--- src/design/ncif_pkg.sv ---
`default_nettype none
package ncif_pkg;

  localparam int unsigned CLK_PERIOD_NS     = 8;
  // coprocessor/cpu reset pulse length in ns
  localparam int unsigned RESET_PULSE_NS    = 200;
  // least time, so round up
  localparam int unsigned RESET_PULSE_CYC   =
    (RESET_PULSE_NS + CLK_PERIOD_NS - 1) / CLK_PERIOD_NS;
  localparam int unsigned RESET_CNT_W       = 8;
  localparam logic [RESET_CNT_W-1:0] RESET_LOAD = RESET_PULSE_CYC[RESET_CNT_W-1:0];
  localparam logic [RESET_CNT_W-1:0] RESET_CNT_INIT = 8'h00;

  localparam int unsigned IO_ADDR_W         = 16;
  localparam logic [IO_ADDR_W-1:0] PORT_COPRO_RESET = 16'h00F1;

  // position of the disable bit inside the misc setup register
  localparam int unsigned PORT_RESET_DISABLE_BIT = 6;

  localparam int unsigned SYNC_STAGES       = 2;
  localparam int unsigned COPRO_PIN_W       = 3;

  typedef struct packed {
    logic busyN;
    logic errorN;
    logic xferReq;
  } ncif_copro_pins_t;

  localparam ncif_copro_pins_t COPRO_PINS_IDLE = '{busyN: 1'b1, errorN: 1'b1, xferReq: 1'b0};

endpackage
`default_nettype wire

--- src/design/ncif_sync.sv ---
`default_nettype none
module ncif_sync
  import ncif_pkg::*;
#(
  parameter int unsigned         WIDTH = COPRO_PIN_W,
  parameter logic [WIDTH-1:0]    INIT  = '0
) (
  input  wire logic              core_clk,
  input  wire logic              rst,
  input  wire logic [WIDTH-1:0]  asyncIn,
  output logic      [WIDTH-1:0]  syncOut
);

  // one two-flop chain per bit; the first flop feeds only the second
  genvar i;
  generate
    for (i = 0; i < WIDTH; i++) begin : g_bit
      logic [SYNC_STAGES-1:0] chain_reg;
      always_ff @(posedge core_clk) begin
        if (rst) begin
          chain_reg <= {SYNC_STAGES{INIT[i]}};
        end else begin
          chain_reg <= {chain_reg[SYNC_STAGES-2:0], asyncIn[i]};
        end
      end
      assign syncOut[i] = chain_reg[SYNC_STAGES-1];
    end
  endgenerate

endmodule
`default_nettype wire

--- src/design/ncif_core.sv ---
// Overview of operation
// - The active-low busy input is decoded only to qualify the error interrupt; the cpu request path does not decode it.
// - The active-low error input is gated with busy and latched to form the error interrupt.
// - The coprocessor transfer request passes to the cpu, but is gated off while an error is latched.
// - A system reset request asserts both the coprocessor reset and the cpu reset outputs.
// - A write to the coprocessor reset port pulses the coprocessor reset only, never the cpu reset.
// - While the port reset disable bit is set, writes to that port produce no coprocessor reset.
`default_nettype none
module ncif_core
  import ncif_pkg::*;
(
  input  wire logic                  core_clk,
  input  wire logic                  rst,
  input  wire ncif_copro_pins_t      coproPins,
  input  wire logic                  sysResetReq,
  input  wire logic                  ioWrStb,
  input  wire logic [IO_ADDR_W-1:0]  ioAddr,
  input  wire logic                  portResetDisable,
  output logic                       coproErrorIrq,
  output logic                       cpuXferReq,
  output logic                       coproResetOut,
  output logic                       cpuResetOut
);

  ncif_copro_pins_t               pinSync;
  logic                           portHit;
  logic                           portReset;
  logic                           errSet;
  logic                           errClear;
  logic                           errLatch_reg;
  logic [RESET_CNT_W-1:0]         resetCnt_reg;
  logic [RESET_CNT_W-1:0]         resetCnt_next;
  logic                           coproRst_reg;
  logic                           cpuRst_reg;

  function automatic logic portDecode(input logic stb, input logic [IO_ADDR_W-1:0] addr);
    portDecode = stb && (addr == PORT_COPRO_RESET);
  endfunction

  // pins come from the coprocessor clock domain, so they are synchronised first
  ncif_sync #(
    .WIDTH (COPRO_PIN_W),
    .INIT  (COPRO_PINS_IDLE)
  ) u_sync (
    .core_clk (core_clk),
    .rst      (rst),
    .asyncIn  (coproPins),
    .syncOut  (pinSync)
  );

  assign portHit   = portDecode(ioWrStb, ioAddr);
  // a disabled port write is dropped here, before it can load the counter
  assign portReset = portHit && !portResetDisable;

  // error only counts while the coprocessor still reports busy
  assign errSet   = !pinSync.errorN && !pinSync.busyN;
  assign errClear = sysResetReq || portReset;

  always_ff @(posedge core_clk) begin
    if (rst) begin
      errLatch_reg <= 1'b0;
    end else if (errSet) begin
      // set wins over a clear in the same cycle, so no error is lost
      errLatch_reg <= 1'b1;
    end else if (errClear) begin
      errLatch_reg <= 1'b0;
    end
  end

  assign coproErrorIrq = errLatch_reg;

  // at-style gating: no operand transfers reach the cpu while an error is pending
  assign cpuXferReq = pinSync.xferReq && !errLatch_reg;

  always_comb begin
    resetCnt_next = resetCnt_reg;
    if (sysResetReq) begin
      resetCnt_next = RESET_LOAD;
    end else if (portReset && resetCnt_reg == RESET_CNT_INIT) begin
      // a port write during a running pulse is absorbed, not stretched
      resetCnt_next = RESET_LOAD;
    end else if (resetCnt_reg != RESET_CNT_INIT) begin
      resetCnt_next = resetCnt_reg - 8'h01;
    end
  end

  always_ff @(posedge core_clk) begin
    if (rst) begin
      resetCnt_reg <= RESET_CNT_INIT;
    end else begin
      resetCnt_reg <= resetCnt_next;
    end
  end

  always_ff @(posedge core_clk) begin
    if (rst) begin
      coproRst_reg <= 1'b0;
    end else begin
      coproRst_reg <= (resetCnt_next != RESET_CNT_INIT);
    end
  end

  always_ff @(posedge core_clk) begin
    if (rst) begin
      cpuRst_reg <= 1'b0;
    end else if (sysResetReq) begin
      cpuRst_reg <= 1'b1;
    // cpu reset shares the coprocessor counter, so both pulses end on the same edge
    end else if (resetCnt_next == RESET_CNT_INIT) begin
      cpuRst_reg <= 1'b0;
    end
  end

  assign coproResetOut = coproRst_reg;
  assign cpuResetOut   = cpuRst_reg;

  a_error_sets_latch: assert property (@(posedge core_clk) disable iff (rst)
    (!pinSync.errorN && !pinSync.busyN) |=> coproErrorIrq)
    else $error("error with busy did not raise the interrupt");

  a_error_needs_busy: assert property (@(posedge core_clk) disable iff (rst)
    (!coproErrorIrq && (pinSync.busyN || pinSync.errorN)) |=> !coproErrorIrq)
    else $error("interrupt raised without error and busy");

  a_latch_holds_irq: assert property (@(posedge core_clk) disable iff (rst)
    (coproErrorIrq && !sysResetReq && !portReset) |=> coproErrorIrq)
    else $error("latched error dropped without a reset");

  a_latch_clears_irq: assert property (@(posedge core_clk) disable iff (rst)
    (coproErrorIrq && sysResetReq && (pinSync.busyN || pinSync.errorN)) |=> !coproErrorIrq)
    else $error("system reset did not clear latched error");

  a_xfer_gated_off: assert property (@(posedge core_clk) disable iff (rst)
    cpuXferReq |-> (pinSync.xferReq && !coproErrorIrq))
    else $error("cpu request passed during error");

  a_xfer_passes_through: assert property (@(posedge core_clk) disable iff (rst)
    (!coproErrorIrq && pinSync.xferReq) |-> cpuXferReq)
    else $error("cpu request not forwarded");

  a_sys_resets_both: assert property (@(posedge core_clk) disable iff (rst)
    sysResetReq |=> (coproResetOut && cpuResetOut) [*8])
    else $error("system reset did not assert both reset outputs");

  a_port_copro_only: assert property (@(posedge core_clk) disable iff (rst)
    (portReset && !coproResetOut && !sysResetReq) |=> coproResetOut && !cpuResetOut)
    else $error("port write did not reset coprocessor alone");

  a_port_pulse_width: assert property (@(posedge core_clk) disable iff (rst)
    (portReset && !coproResetOut && !sysResetReq) |=> coproResetOut ##25 !coproResetOut)
    else $error("port reset pulse has wrong length");

  a_disable_blocks_port: assert property (@(posedge core_clk) disable iff (rst)
    (portHit && portResetDisable && !sysResetReq && !coproResetOut) |=> !coproResetOut)
    else $error("disabled port write reset the coprocessor");

  a_port_clears_irq: assert property (@(posedge core_clk) disable iff (rst)
    (coproErrorIrq && portReset && !errSet) |=> !coproErrorIrq)
    else $error("accepted port write did not clear latched error");

  a_disable_keeps_irq: assert property (@(posedge core_clk) disable iff (rst)
    (coproErrorIrq && portHit && portResetDisable && !sysResetReq) |=> coproErrorIrq)
    else $error("disabled port write cleared latched error");

  a_irq_fall_cause: assert property (@(posedge core_clk) disable iff (rst)
    $fell(coproErrorIrq) |-> $past(sysResetReq || portReset))
    else $error("latched error fell without a reset");

  a_irq_rise_cause: assert property (@(posedge core_clk) disable iff (rst)
    $rose(coproErrorIrq) |-> $past(errSet))
    else $error("latched error rose without error and busy");

  a_irq_blocks_xfer: assert property (@(posedge core_clk) disable iff (rst)
    coproErrorIrq |-> !cpuXferReq)
    else $error("cpu request seen while error latched");

  a_sys_loads_count: assert property (@(posedge core_clk) disable iff (rst)
    sysResetReq |=> (resetCnt_reg == RESET_LOAD))
    else $error("system reset did not load the pulse counter");

  a_port_loads_count: assert property (@(posedge core_clk) disable iff (rst)
    (portReset && resetCnt_reg == RESET_CNT_INIT && !sysResetReq) |=>
      (resetCnt_reg == RESET_LOAD))
    else $error("port write did not load the pulse counter");

  a_count_steps_down: assert property (@(posedge core_clk) disable iff (rst)
    (resetCnt_reg != RESET_CNT_INIT && !sysResetReq) |=>
      (resetCnt_reg == $past(resetCnt_reg) - 8'h01))
    else $error("pulse counter did not step down");

  a_count_rests_idle: assert property (@(posedge core_clk) disable iff (rst)
    (resetCnt_reg == RESET_CNT_INIT && !sysResetReq && !portReset) |=>
      (resetCnt_reg == RESET_CNT_INIT))
    else $error("pulse counter left idle without a request");

  a_port_no_restart: assert property (@(posedge core_clk) disable iff (rst)
    (portReset && resetCnt_reg != RESET_CNT_INIT && !sysResetReq) |=>
      (resetCnt_reg == $past(resetCnt_reg) - 8'h01))
    else $error("port write stretched a running pulse");

  a_copro_tracks_count: assert property (@(posedge core_clk) disable iff (rst)
    coproResetOut == (resetCnt_reg != RESET_CNT_INIT))
    else $error("coprocessor reset out of step with counter");

  a_cpu_within_copro: assert property (@(posedge core_clk) disable iff (rst)
    cpuResetOut |-> coproResetOut)
    else $error("cpu reset without coprocessor reset");

  a_cpu_ends_together: assert property (@(posedge core_clk) disable iff (rst)
    (cpuResetOut && resetCnt_reg == 8'h01 && !sysResetReq) |=> !cpuResetOut)
    else $error("cpu reset outlived the pulse counter");

  a_port_holds_copro: assert property (@(posedge core_clk) disable iff (rst)
    (portReset && !coproResetOut && !sysResetReq) |=> coproResetOut [*8])
    else $error("port reset pulse ended early");

  a_port_spares_cpu: assert property (@(posedge core_clk) disable iff (rst)
    (coproResetOut && !cpuResetOut && !sysResetReq) |=> !cpuResetOut)
    else $error("cpu reset rose during a port pulse");

  a_idle_stays_idle: assert property (@(posedge core_clk) disable iff (rst)
    (!coproResetOut && !sysResetReq && !portReset) |=> !coproResetOut)
    else $error("coprocessor reset rose without a request");

endmodule
`default_nettype wire

--- config.mk ---
export PLATFORM = sky130hd
export DESIGN_NAME = ncif_core
export DESIGN_NICKNAME = d
export VERILOG_FILES = /design/src/design/ncif_pkg.sv /design/src/design/ncif_sync.sv /design/src/design/ncif_core.sv
export SDC_FILE = /design/constraint.sdc
export NUM_CORES = 1
export LEC_CHECK = 0
export BUFFER_PORTS_ARGS = -buffer_cell sky130_fd_sc_hd__buf_4
export CAP_MARGIN = 10
export CORE_AREA = 2 2 48 50
export CTS_CLUSTER_SIZE = 28
export DETAILED_ROUTE_END_ITERATION = 10
export DIE_AREA = 0 0 50 52
export GPL_TIMING_DRIVEN = 1
export PLACE_DENSITY = 0.78
export RECOVER_POWER = 50
export SLEW_MARGIN = 20
export SYNTH_ARGS = -nofsm -noshare
export SYNTH_HDL_FRONTEND = slang
export SYNTH_SLANG_ARGS = --single-unit
--- constraint.sdc ---
create_clock -name core_clk -period 2.2 [get_ports core_clk]
set_input_delay 0.44 -clock core_clk [delete_from_list [all_inputs] [get_ports core_clk]]
set_output_delay 0.44 -clock core_clk [all_outputs]
set_load 0.02 [all_outputs]
==> results of run 1 <==
==> worst max path at each step <==
stage	end	slack, ns	depth (start not counted)
4_1_cts	cpuResetOut	0.19	7
5_1_grt	cpuResetOut	0.02	7
3_3_place_gp	cpuResetOut	0.32	7
6_report	cpuResetOut	0.16	7
3_5_place_dp	cpuResetOut	0.22	7
2_1_floorplan	cpuResetOut	0.41	8
==> cell usage in the layout (no fill, tap or decap), types with 3 or more instances in the layout <==
cell type and count:
a21oi_1 7, buf_4 23, clkbuf_1 5, clkbuf_4 3, dfxtp_1 17, inv_1 4
nand2_1 3, nor2_1 8, nor2b_1 4, nor3_1 6, o21ai_1 3, or2_2 4
==> power by group <==
part	total [mW]	leakage [nW]	internal, mW	switching, mW
logic	0.240	0.300	0.117	0.123
registers	0.359	0.141	0.331	0.0280
clock network	0.168	0.0150	0.0707	0.0971
total	0.767	0.456	0.519	0.248
==> area by class of cell <==
| type | instances | area (sq um) |
|---|---|---|
| well taps | 28 | 35.03 |
| flip-flops and latches | 17 | 340.3 |
| clock buffers | 4 | 26.28 |
| multi-input cells | 72 | 521.8 |
| fillers | 195 | 979.7 |
| repair buffers | 27 | 187.7 |
| inverters | 4 | 15.01 |
==> metal layers <==
layer	vias up	GRT usage [%]
met1	373	20.71
met5	-	0
li1	406	-
met4	0	8.333
met3	3	2.299
met2	20	31.36
==> through the flow <==
stage,setup slack [ns],util [%]
after floorplan,0.4103,-
after CTS,0.1873,54.19
after global routing,0.01814,53.48
final,0.1629,53.48
after detailed placement,0.2203,52.94
after global placement,0.3158,52.94
==> synth_stat cells (2+ instances only) <==
library cell	count	share of area, %
or3_1	2	1.4
ha_1	2	2.8
o21ai_0	2	1.1
o21ai_1	3	1.7
nand2_1	3	1.3
nor4_1	2	1.4
a21oi_1	7	3.9
dfxtp_1	17	38
nor2b_1	4	2.8
or2_2	4	2.8
inv_1	4	1.7
a31oi_1	2	1.4
xnor2_1	2	1.9
nor3_1	6	3.3
nor2_1	8	3.3
nor4b_1	2	1.9
==> kinds of logic (layout without fill, tap and decap cells) <==
logic type                 after synthesis  in the layout  synth area share, %
AOI/OAI and AO/OA                       20             20                14.46
buffers and inverters                    7             35                4.172
adders and majority gates                2              2                2.781
muxes                                    2              2                2.781
xor gates and xnor gates                 3              3                2.921
DFF                                     17             17                37.83
and+or+nand+nor                         45             45                35.05
==> flow_summary.toml, run 1 <==
[status]
run_status = "finished clean"

[critical_path]
arrival_ns = 2.21
cp-end-kind = "flop"
r2r-end = "cpuResetOut"
startpoint = "resetCnt_reg[0]"
reg2reg_slack_ns = 0.16
cp_slowest_stage_delay_ns = 0.36
reg2reg_from = "resetCnt_reg[0]"
cp_num_buf_inv = 1
worstPathMaxFanout = 8
worst_r2r_path_depth = 7
crit_chain = "inv_1 > ha_1 > nor4b_4 > and2_1 > a211oi_2 > nor4_4 > o221ai_2"
cp_top_family = "simple AND/OR/NAND/NOR gates"
start_kind = "flop"
worstSetupPathType = "reg -> reg"
worstPathRequired_ns = 2.37
crit_slowest_cell = "dfxtp_1"

[synth]
synth_edf_count = 0
async_flop_share_pct = 0
ys_types = 42
syn_nets = 122
syn_avg_cell_area_sq_um = 9.371
ys_ff_latch = 17
ys_seq_area_share_pct = 37.83
synthesis.area_sq_um = 899.6
yosysWarnings = 0
synthCells = 96
synth_ff_type = "dfxtp_1"

[placement]
placedCellCount = 148
place_area_sq_um = 1115
port_buffers = 27
dp_hpwl_microns = 1533
gp_congestion = 0.8776

[min_path]
hold_start = "coproPins[2]"
min_path_type = "in -> reg"
min_path_cells = 2
hold_end = "u_sync.g_bit[2].chain_reg[0]"

[route]
wl_met2_microns = 989
dr_wl_met3_microns = 75
drtAntennaViolNets = 0
routed.top_layer = "met4"
first_pass_iters = 5
drt-initial-drc-count = 20
vias = 802
wl_met1_microns = 880
vias_per_cell = 5.276
drcViolationCount = 0
routedWlPerCell_microns = 12.99
wirelength_microns = 1975

[final_layout]
drive_above_1_share_pct = 30.65
syn2layout_area_growth_pct = 25.17
final_cells = 152
diodes = 0
final_net_count = 151
largest_reg_flops = 8
final_area_sq_um = 1126

[floorplanning]
die_area_sq_um = 2600
die_w_microns = 50
rows = 17
core_sq_um = 2106
start_util_pct = 42.72
ios = 28
die_h_microns = 52

[sta]
rsz0062_at_grt = "false"
hold_viol_final = 0
max_freq_mhz = 490.9
finalClockSkew_ns = 0.004467
post-route-period-util_pct = 92.59
finalMaxSlewViolations = 0
tightest_slew_ns = 0.3205
fin_setup_tns_ns = 0
hold_ws_ns = 0.3229
setup_viol = 0
final.min_clock_period_ns = 2.037
max-slew-margin-rel_pct = 78.55

[clock_network]
hold_buffers = 0
htreeDepth = 1
post_cts_resized = 0
cts_buffer_depth = 2
worstSkewPairLatency_ns = 0.30
clkSlewWorstSetupHoldPaths_ns = 0.09
cts-buffers-inserted = 3
cts_setup_buffers = 0
cts.sinks = 17
cts_tree = "done"
clockRootBuffer = "clkbuf_4"

[grt]
grt_pass1_wl_microns = 3532
grt_pass1_vias = 815
grt-ovfl-total = 0
grt_usage_pct = 17.57
antenna_found_initial = 0
grt_max_degree = 19

[job]
drv_cap = 0

[power]
p_leak_nw = 0.4561
power_uw = 767.3
ir_drop_mv = 0.4411
p_per_area_nw_per_um2 = 681.4
Power figures use the tool's default switching activity.
==> inputs of run 2 (changes only) <==
--- a/config.mk
+++ b/config.mk
@@ -7,13 +7,14 @@
 export LEC_CHECK = 0
 export BUFFER_PORTS_ARGS = -buffer_cell sky130_fd_sc_hd__buf_4
 export CAP_MARGIN = 10
-export CORE_AREA = 2 2 48 50
+export CORE_AREA = 2 2 46 48
 export CTS_CLUSTER_SIZE = 28
 export DETAILED_ROUTE_END_ITERATION = 10
-export DIE_AREA = 0 0 50 52
+export DIE_AREA = 0 0 48 50
 export GPL_TIMING_DRIVEN = 1
-export PLACE_DENSITY = 0.78
+export PLACE_DENSITY = 0.83
 export RECOVER_POWER = 50
+export SKIP_CTS_REPAIR_TIMING = 1
 export SLEW_MARGIN = 20
 export SYNTH_ARGS = -nofsm -noshare
 export SYNTH_HDL_FRONTEND = slang
==> run 2 against run 1 <==
Compared with the run above:
- largest power group unchanged
- core utilization up 5.6 points
- first-iteration DRC count grew 35%
- clock-buffer cell count is 1 lower
- via count increased by 7.7%
- register-to-register slack better by 0.03 ns
==> flow_summary.toml, run 2 (same netlist as run 1, synthesis figures left out) <==
[route]
drtAntennaViolNets = 0
vias = 864
first_pass_iters = 4
drt-initial-drc-count = 27
routedWlPerCell_microns = 13.87
wirelength_microns = 2094
drcViolationCount = 0
vias_per_cell = 5.722

[final_layout]
final_area_sq_um = 1124
syn2layout_area_growth_pct = 24.90
final_net_count = 151
largest_reg_flops = 8
final_cells = 151
drive_above_1_share_pct = 31.45
mostFrequentLayoutCells = "22 x buf_4, 17 x dfxtp_1, 8 x nor2_1"
final_common_cell = "buf_4"
diodes = 0

[sta]
rsz0062_at_grt = "false"
max-slew-margin-rel_pct = 49.19
fin_setup_tns_ns = 0
tightest_slew_ns = 0.7621
worst_slack_ns = 0.1947
finalMaxSlewViolations = 0
setup_viol = 0
post-route-period-util_pct = 91.15
hold_viol_final = 0
max_freq_mhz = 498.7
finalClockSkew_ns = 0.006003
final.min_clock_period_ns = 2.005

[floorplanning]
start_util_pct = 47.30
die_w_microns = 48
core_sq_um = 1902
die_h_microns = 50
rows = 16
ios = 28
die_area_sq_um = 2400

[clock_network]
htreeDepth = 1
clockRootBuffer = "clkbuf_4"
worstSkewPairLatency_ns = 0.30
cts_buffer_depth = 2
clkSlewWorstSetupHoldPaths_ns = 0.11
cts-buffers-inserted = 3
cts.sinks = 17
cts_tree = "done"

[critical_path]
start_kind = "flop"
worstSetupPathType = "reg -> reg"
arrival_ns = 2.19
startpoint = "resetCnt_reg[0]"
worst_r2r_path_depth = 7
cp_num_cells = 7
worstPathRequired_ns = 2.38
crit_chain = "inv_1 > ha_1 > nor4b_4 > and2_2 > a211oi_2 > nor4_4 > o221ai_2"
cp_num_buf_inv = 1
worstPathMaxFanout = 8
cp_top_family = "simple AND/OR/NAND/NOR gates"
crit_end = "cpuResetOut"
reg2reg_from = "resetCnt_reg[0]"
cp_slowest_stage_delay_ns = 0.36
cp-end-kind = "flop"
r2r-end = "cpuResetOut"
crit_slowest_cell = "dfxtp_1"
reg2reg_slack_ns = 0.19

[min_path]
min_path_type = "in -> reg"

[placement]
dpl_worst_slack_ns = 0.2136
gp_congestion = 0.8887
place_area_sq_um = 1114
placedCellCount = 147
dp_hpwl_microns = 1584
port_buffers = 27

[job]
drv_cap = 0

[grt]
grt_max_degree = 19
antenna_found_initial = 0
grt_usage_pct = 21.53
grt_pass1_vias = 839
grt-ovfl-total = 0
grt_pass1_wl_microns = 3643

[power]
power_uw = 779.9
ir_drop_mv = 0.3769
p_leak_nw = 0.4559
p_per_area_nw_per_um2 = 694.1

[status]
run_status = "finished clean"
-- run 2: stage by stage --
stage / util [%] / hold WS [ns]
2_1_floorplan: - / 0.3895
3_3_place_gp: 58.55 / 0.3950
3_5_place_dp: 58.55 / 0.4009
4_1_cts: 60.00 / 0.3026
5_1_grt: 59.08 / 0.3144
6_report: 59.08 / 0.3092
-- run 2: per-layer routing --
layer	up-vias	GRT usage, %	part of all wire, %
li1	406	-	-
met1	390	25.78	39
met2	53	32.89	49
met3	15	4.396	7.5
met4	0	14.41	4.4
met5	-	0	0
-- run 2: worst min path at each step --
stage / cells after the start / startpoint / slack, ns / end
floorplan: 1 / u_sync.g_bit[1].chain_reg[0] / 0.39 / u_sync.g_bit[1].chain_reg[1]
global placement: 1 / u_sync.g_bit[2].chain_reg[0] / 0.39 / u_sync.g_bit[2].chain_reg[1]
detailed placement: 1 / u_sync.g_bit[2].chain_reg[0] / 0.40 / u_sync.g_bit[2].chain_reg[1]
CTS: 2 / coproPins[2] / 0.30 / u_sync.g_bit[2].chain_reg[0]
global route: 2 / coproPins[1] / 0.31 / u_sync.g_bit[1].chain_reg[0]
finish: 2 / coproPins[2] / 0.31 / u_sync.g_bit[2].chain_reg[0]
-- run 2: area by class of cell --
type	instances	area, sq um
clock buffers	3	22.52
clock inverters	1	5.005
inverters	4	15.01
flip-flops and latches	17	340.3
repair buffers	27	183.9
well taps	27	33.78
multi-input cells	72	523.0
fillers	171	778.2
-- run 2: power breakdown --
part | switching (mW) | internal (mW)
clock | 0.107 | 0.0679
combinational | 0.127 | 0.117
sequential | 0.0288 | 0.332
==> inputs of run 3 (changes only) <==
--- a/config.mk
+++ b/config.mk
@@ -12,7 +12,7 @@
 export DETAILED_ROUTE_END_ITERATION = 10
 export DIE_AREA = 0 0 48 50
 export GPL_TIMING_DRIVEN = 1
-export PLACE_DENSITY = 0.83
+export PLACE_DENSITY = 0.75
 export RECOVER_POWER = 50
 export SKIP_CTS_REPAIR_TIMING = 1
 export SLEW_MARGIN = 20
==> run 3 against run 2 <==
Compared with the run above:
- cell count stayed put
- first-iteration DRC count is 67% lower
- register-to-register slack worse by 0.04 ns
- critical path type unchanged
==> flow_summary.toml, run 3 (same netlist as run 1, synthesis figures left out) <==
[status]
run_status = "finished clean"

[final_layout]
final_net_count = 151
diodes = 0
largest_reg_flops = 8
final_common_cell = "buf_4"
mostFrequentLayoutCells = "23 x buf_4, 17 x dfxtp_1, 8 x nor2_1"
syn2layout_area_growth_pct = 25.17
final_cells = 151
drive_above_1_share_pct = 31.45

[grt]
antenna_found_initial = 0
grt-ovfl-total = 0
grt_usage_pct = 20.10
grt_max_degree = 19
grt_pass1_wl_microns = 3436
grt_pass1_vias = 768

[critical_path]
reg2reg_from = "resetCnt_reg[0]"
crit_chain = "inv_1 > ha_1 > nor4b_4 > and2_1 > a211oi_2 > nor4_4 > o221ai_2"
arrival_ns = 2.22
worst_r2r_path_depth = 7
worstPathMaxFanout = 8
crit_slowest_cell = "dfxtp_1"
cp-end-kind = "flop"
startpoint = "resetCnt_reg[0]"
worstPathRequired_ns = 2.38
start_kind = "flop"
worstSetupPathType = "reg -> reg"
cp_slowest_stage_delay_ns = 0.36

[sta]
finalMaxSlewViolations = 0
finalClockSkew_ns = 0.009828
fin_setup_tns_ns = 0
tightest_slew_ns = 0.3297
rsz0062_at_grt = "false"
post-route-period-util_pct = 92.85
max_freq_mhz = 489.5
setup_viol = 0
final.min_clock_period_ns = 2.043
hold_viol_final = 0
max-slew-margin-rel_pct = 77.99

[floorplanning]
ios = 28
die_h_microns = 50
die_w_microns = 48
core_sq_um = 1902
rows = 16
start_util_pct = 47.30
die_area_sq_um = 2400

[route]
vias = 811
drcViolationCount = 0
wirelength_microns = 1965
drtAntennaViolNets = 0
drt-initial-drc-count = 9
vias_per_cell = 5.371
routedWlPerCell_microns = 13.01
first_pass_iters = 4

[placement]
gp_congestion = 0.8857
port_buffers = 27
dp_hpwl_microns = 1539
placedCellCount = 147

[min_path]
min_path_type = "in -> reg"
hold_start = "coproPins[1]"
min_path_cells = 2

[clock_network]
htreeDepth = 1
cts_tree = "done"
cts_buffer_depth = 2
worstSkewPairLatency_ns = 0.30
clkSlewWorstSetupHoldPaths_ns = 0.11
cts-buffers-inserted = 3
cts.sinks = 17
clockRootBuffer = "clkbuf_4"

[power]
power_uw = 773.4
p_leak_nw = 0.4588
p_per_area_nw_per_um2 = 686.8
ir_drop_mv = 0.5042

[job]
drv_cap = 0
==> run 3: cell count changes in the layout (fill, tap and decap cells not counted), sizes merged <==
cell    change
buf         +1
clkbuf      -1
==> run 3: worst max-delay path, delay by kind of cell (launching register included) <==
family / cells / cell delay (ns)
fa+ha+maj: 1 / 0.23
simple gates: 3 / 0.94
buf+inv: 1 / 0.16
compound gates: 2 / 0.24
flops: 1 / 0.36
==> run 3: report_power, final <==
group | total, mW | internal, mW | leakage [nW] | switching (mW)
combinational | 0.236 | 0.117 | 0.300 | 0.120
sequential | 0.361 | 0.332 | 0.141 | 0.0291
clock | 0.176 | 0.0678 | 0.0177 | 0.108
total | 0.773 | 0.516 | 0.459 | 0.257
==> run 3: worst paths after layout <==
check	to	slack, ns
min reg2reg	u_sync.g_bit[2].chain_reg[1]	0.42
min	u_sync.g_bit[1].chain_reg[0]	0.32
max	cpuResetOut	0.16
max reg2reg	cpuResetOut	0.16
==> run 3: stage by stage <==
step	area, sq um	hold slack, ns	util (%)	setup WS [ns]
6_report	1126	0.3198	59.21	0.1573
5_1_grt	1126	0.3158	59.21	0.01906
3_3_place_gp	1114	0.3920	58.55	0.3153
4_1_cts	1141	0.3115	60.00	0.1786
3_5_place_dp	1114	0.3977	58.55	0.2035
2_1_floorplan	899.6	0.3895	-	0.4103
==> run 3: area by class of cell <==
type                    instances  area, sq um
fillers                       181        775.7
clock inverters                 1        5.005
repair buffers                 27        187.7
inverters                       4        15.01
flip-flops and latches         17        340.3
well taps                      27        33.78
multi-input cells              72        521.8
clock buffers                   3        22.52
==> run 3: per-layer routing <==
layer / share of wire, % / global-route usage (%) / vias up
met4: 1.6 / 8.108 / 0
met2: 49 / 30.44 / 32
met1: 44 / 27.23 / 371
met3: 5.5 / 3.663 / 4
li1: - / - / 404
met5: 0 / 0 / -
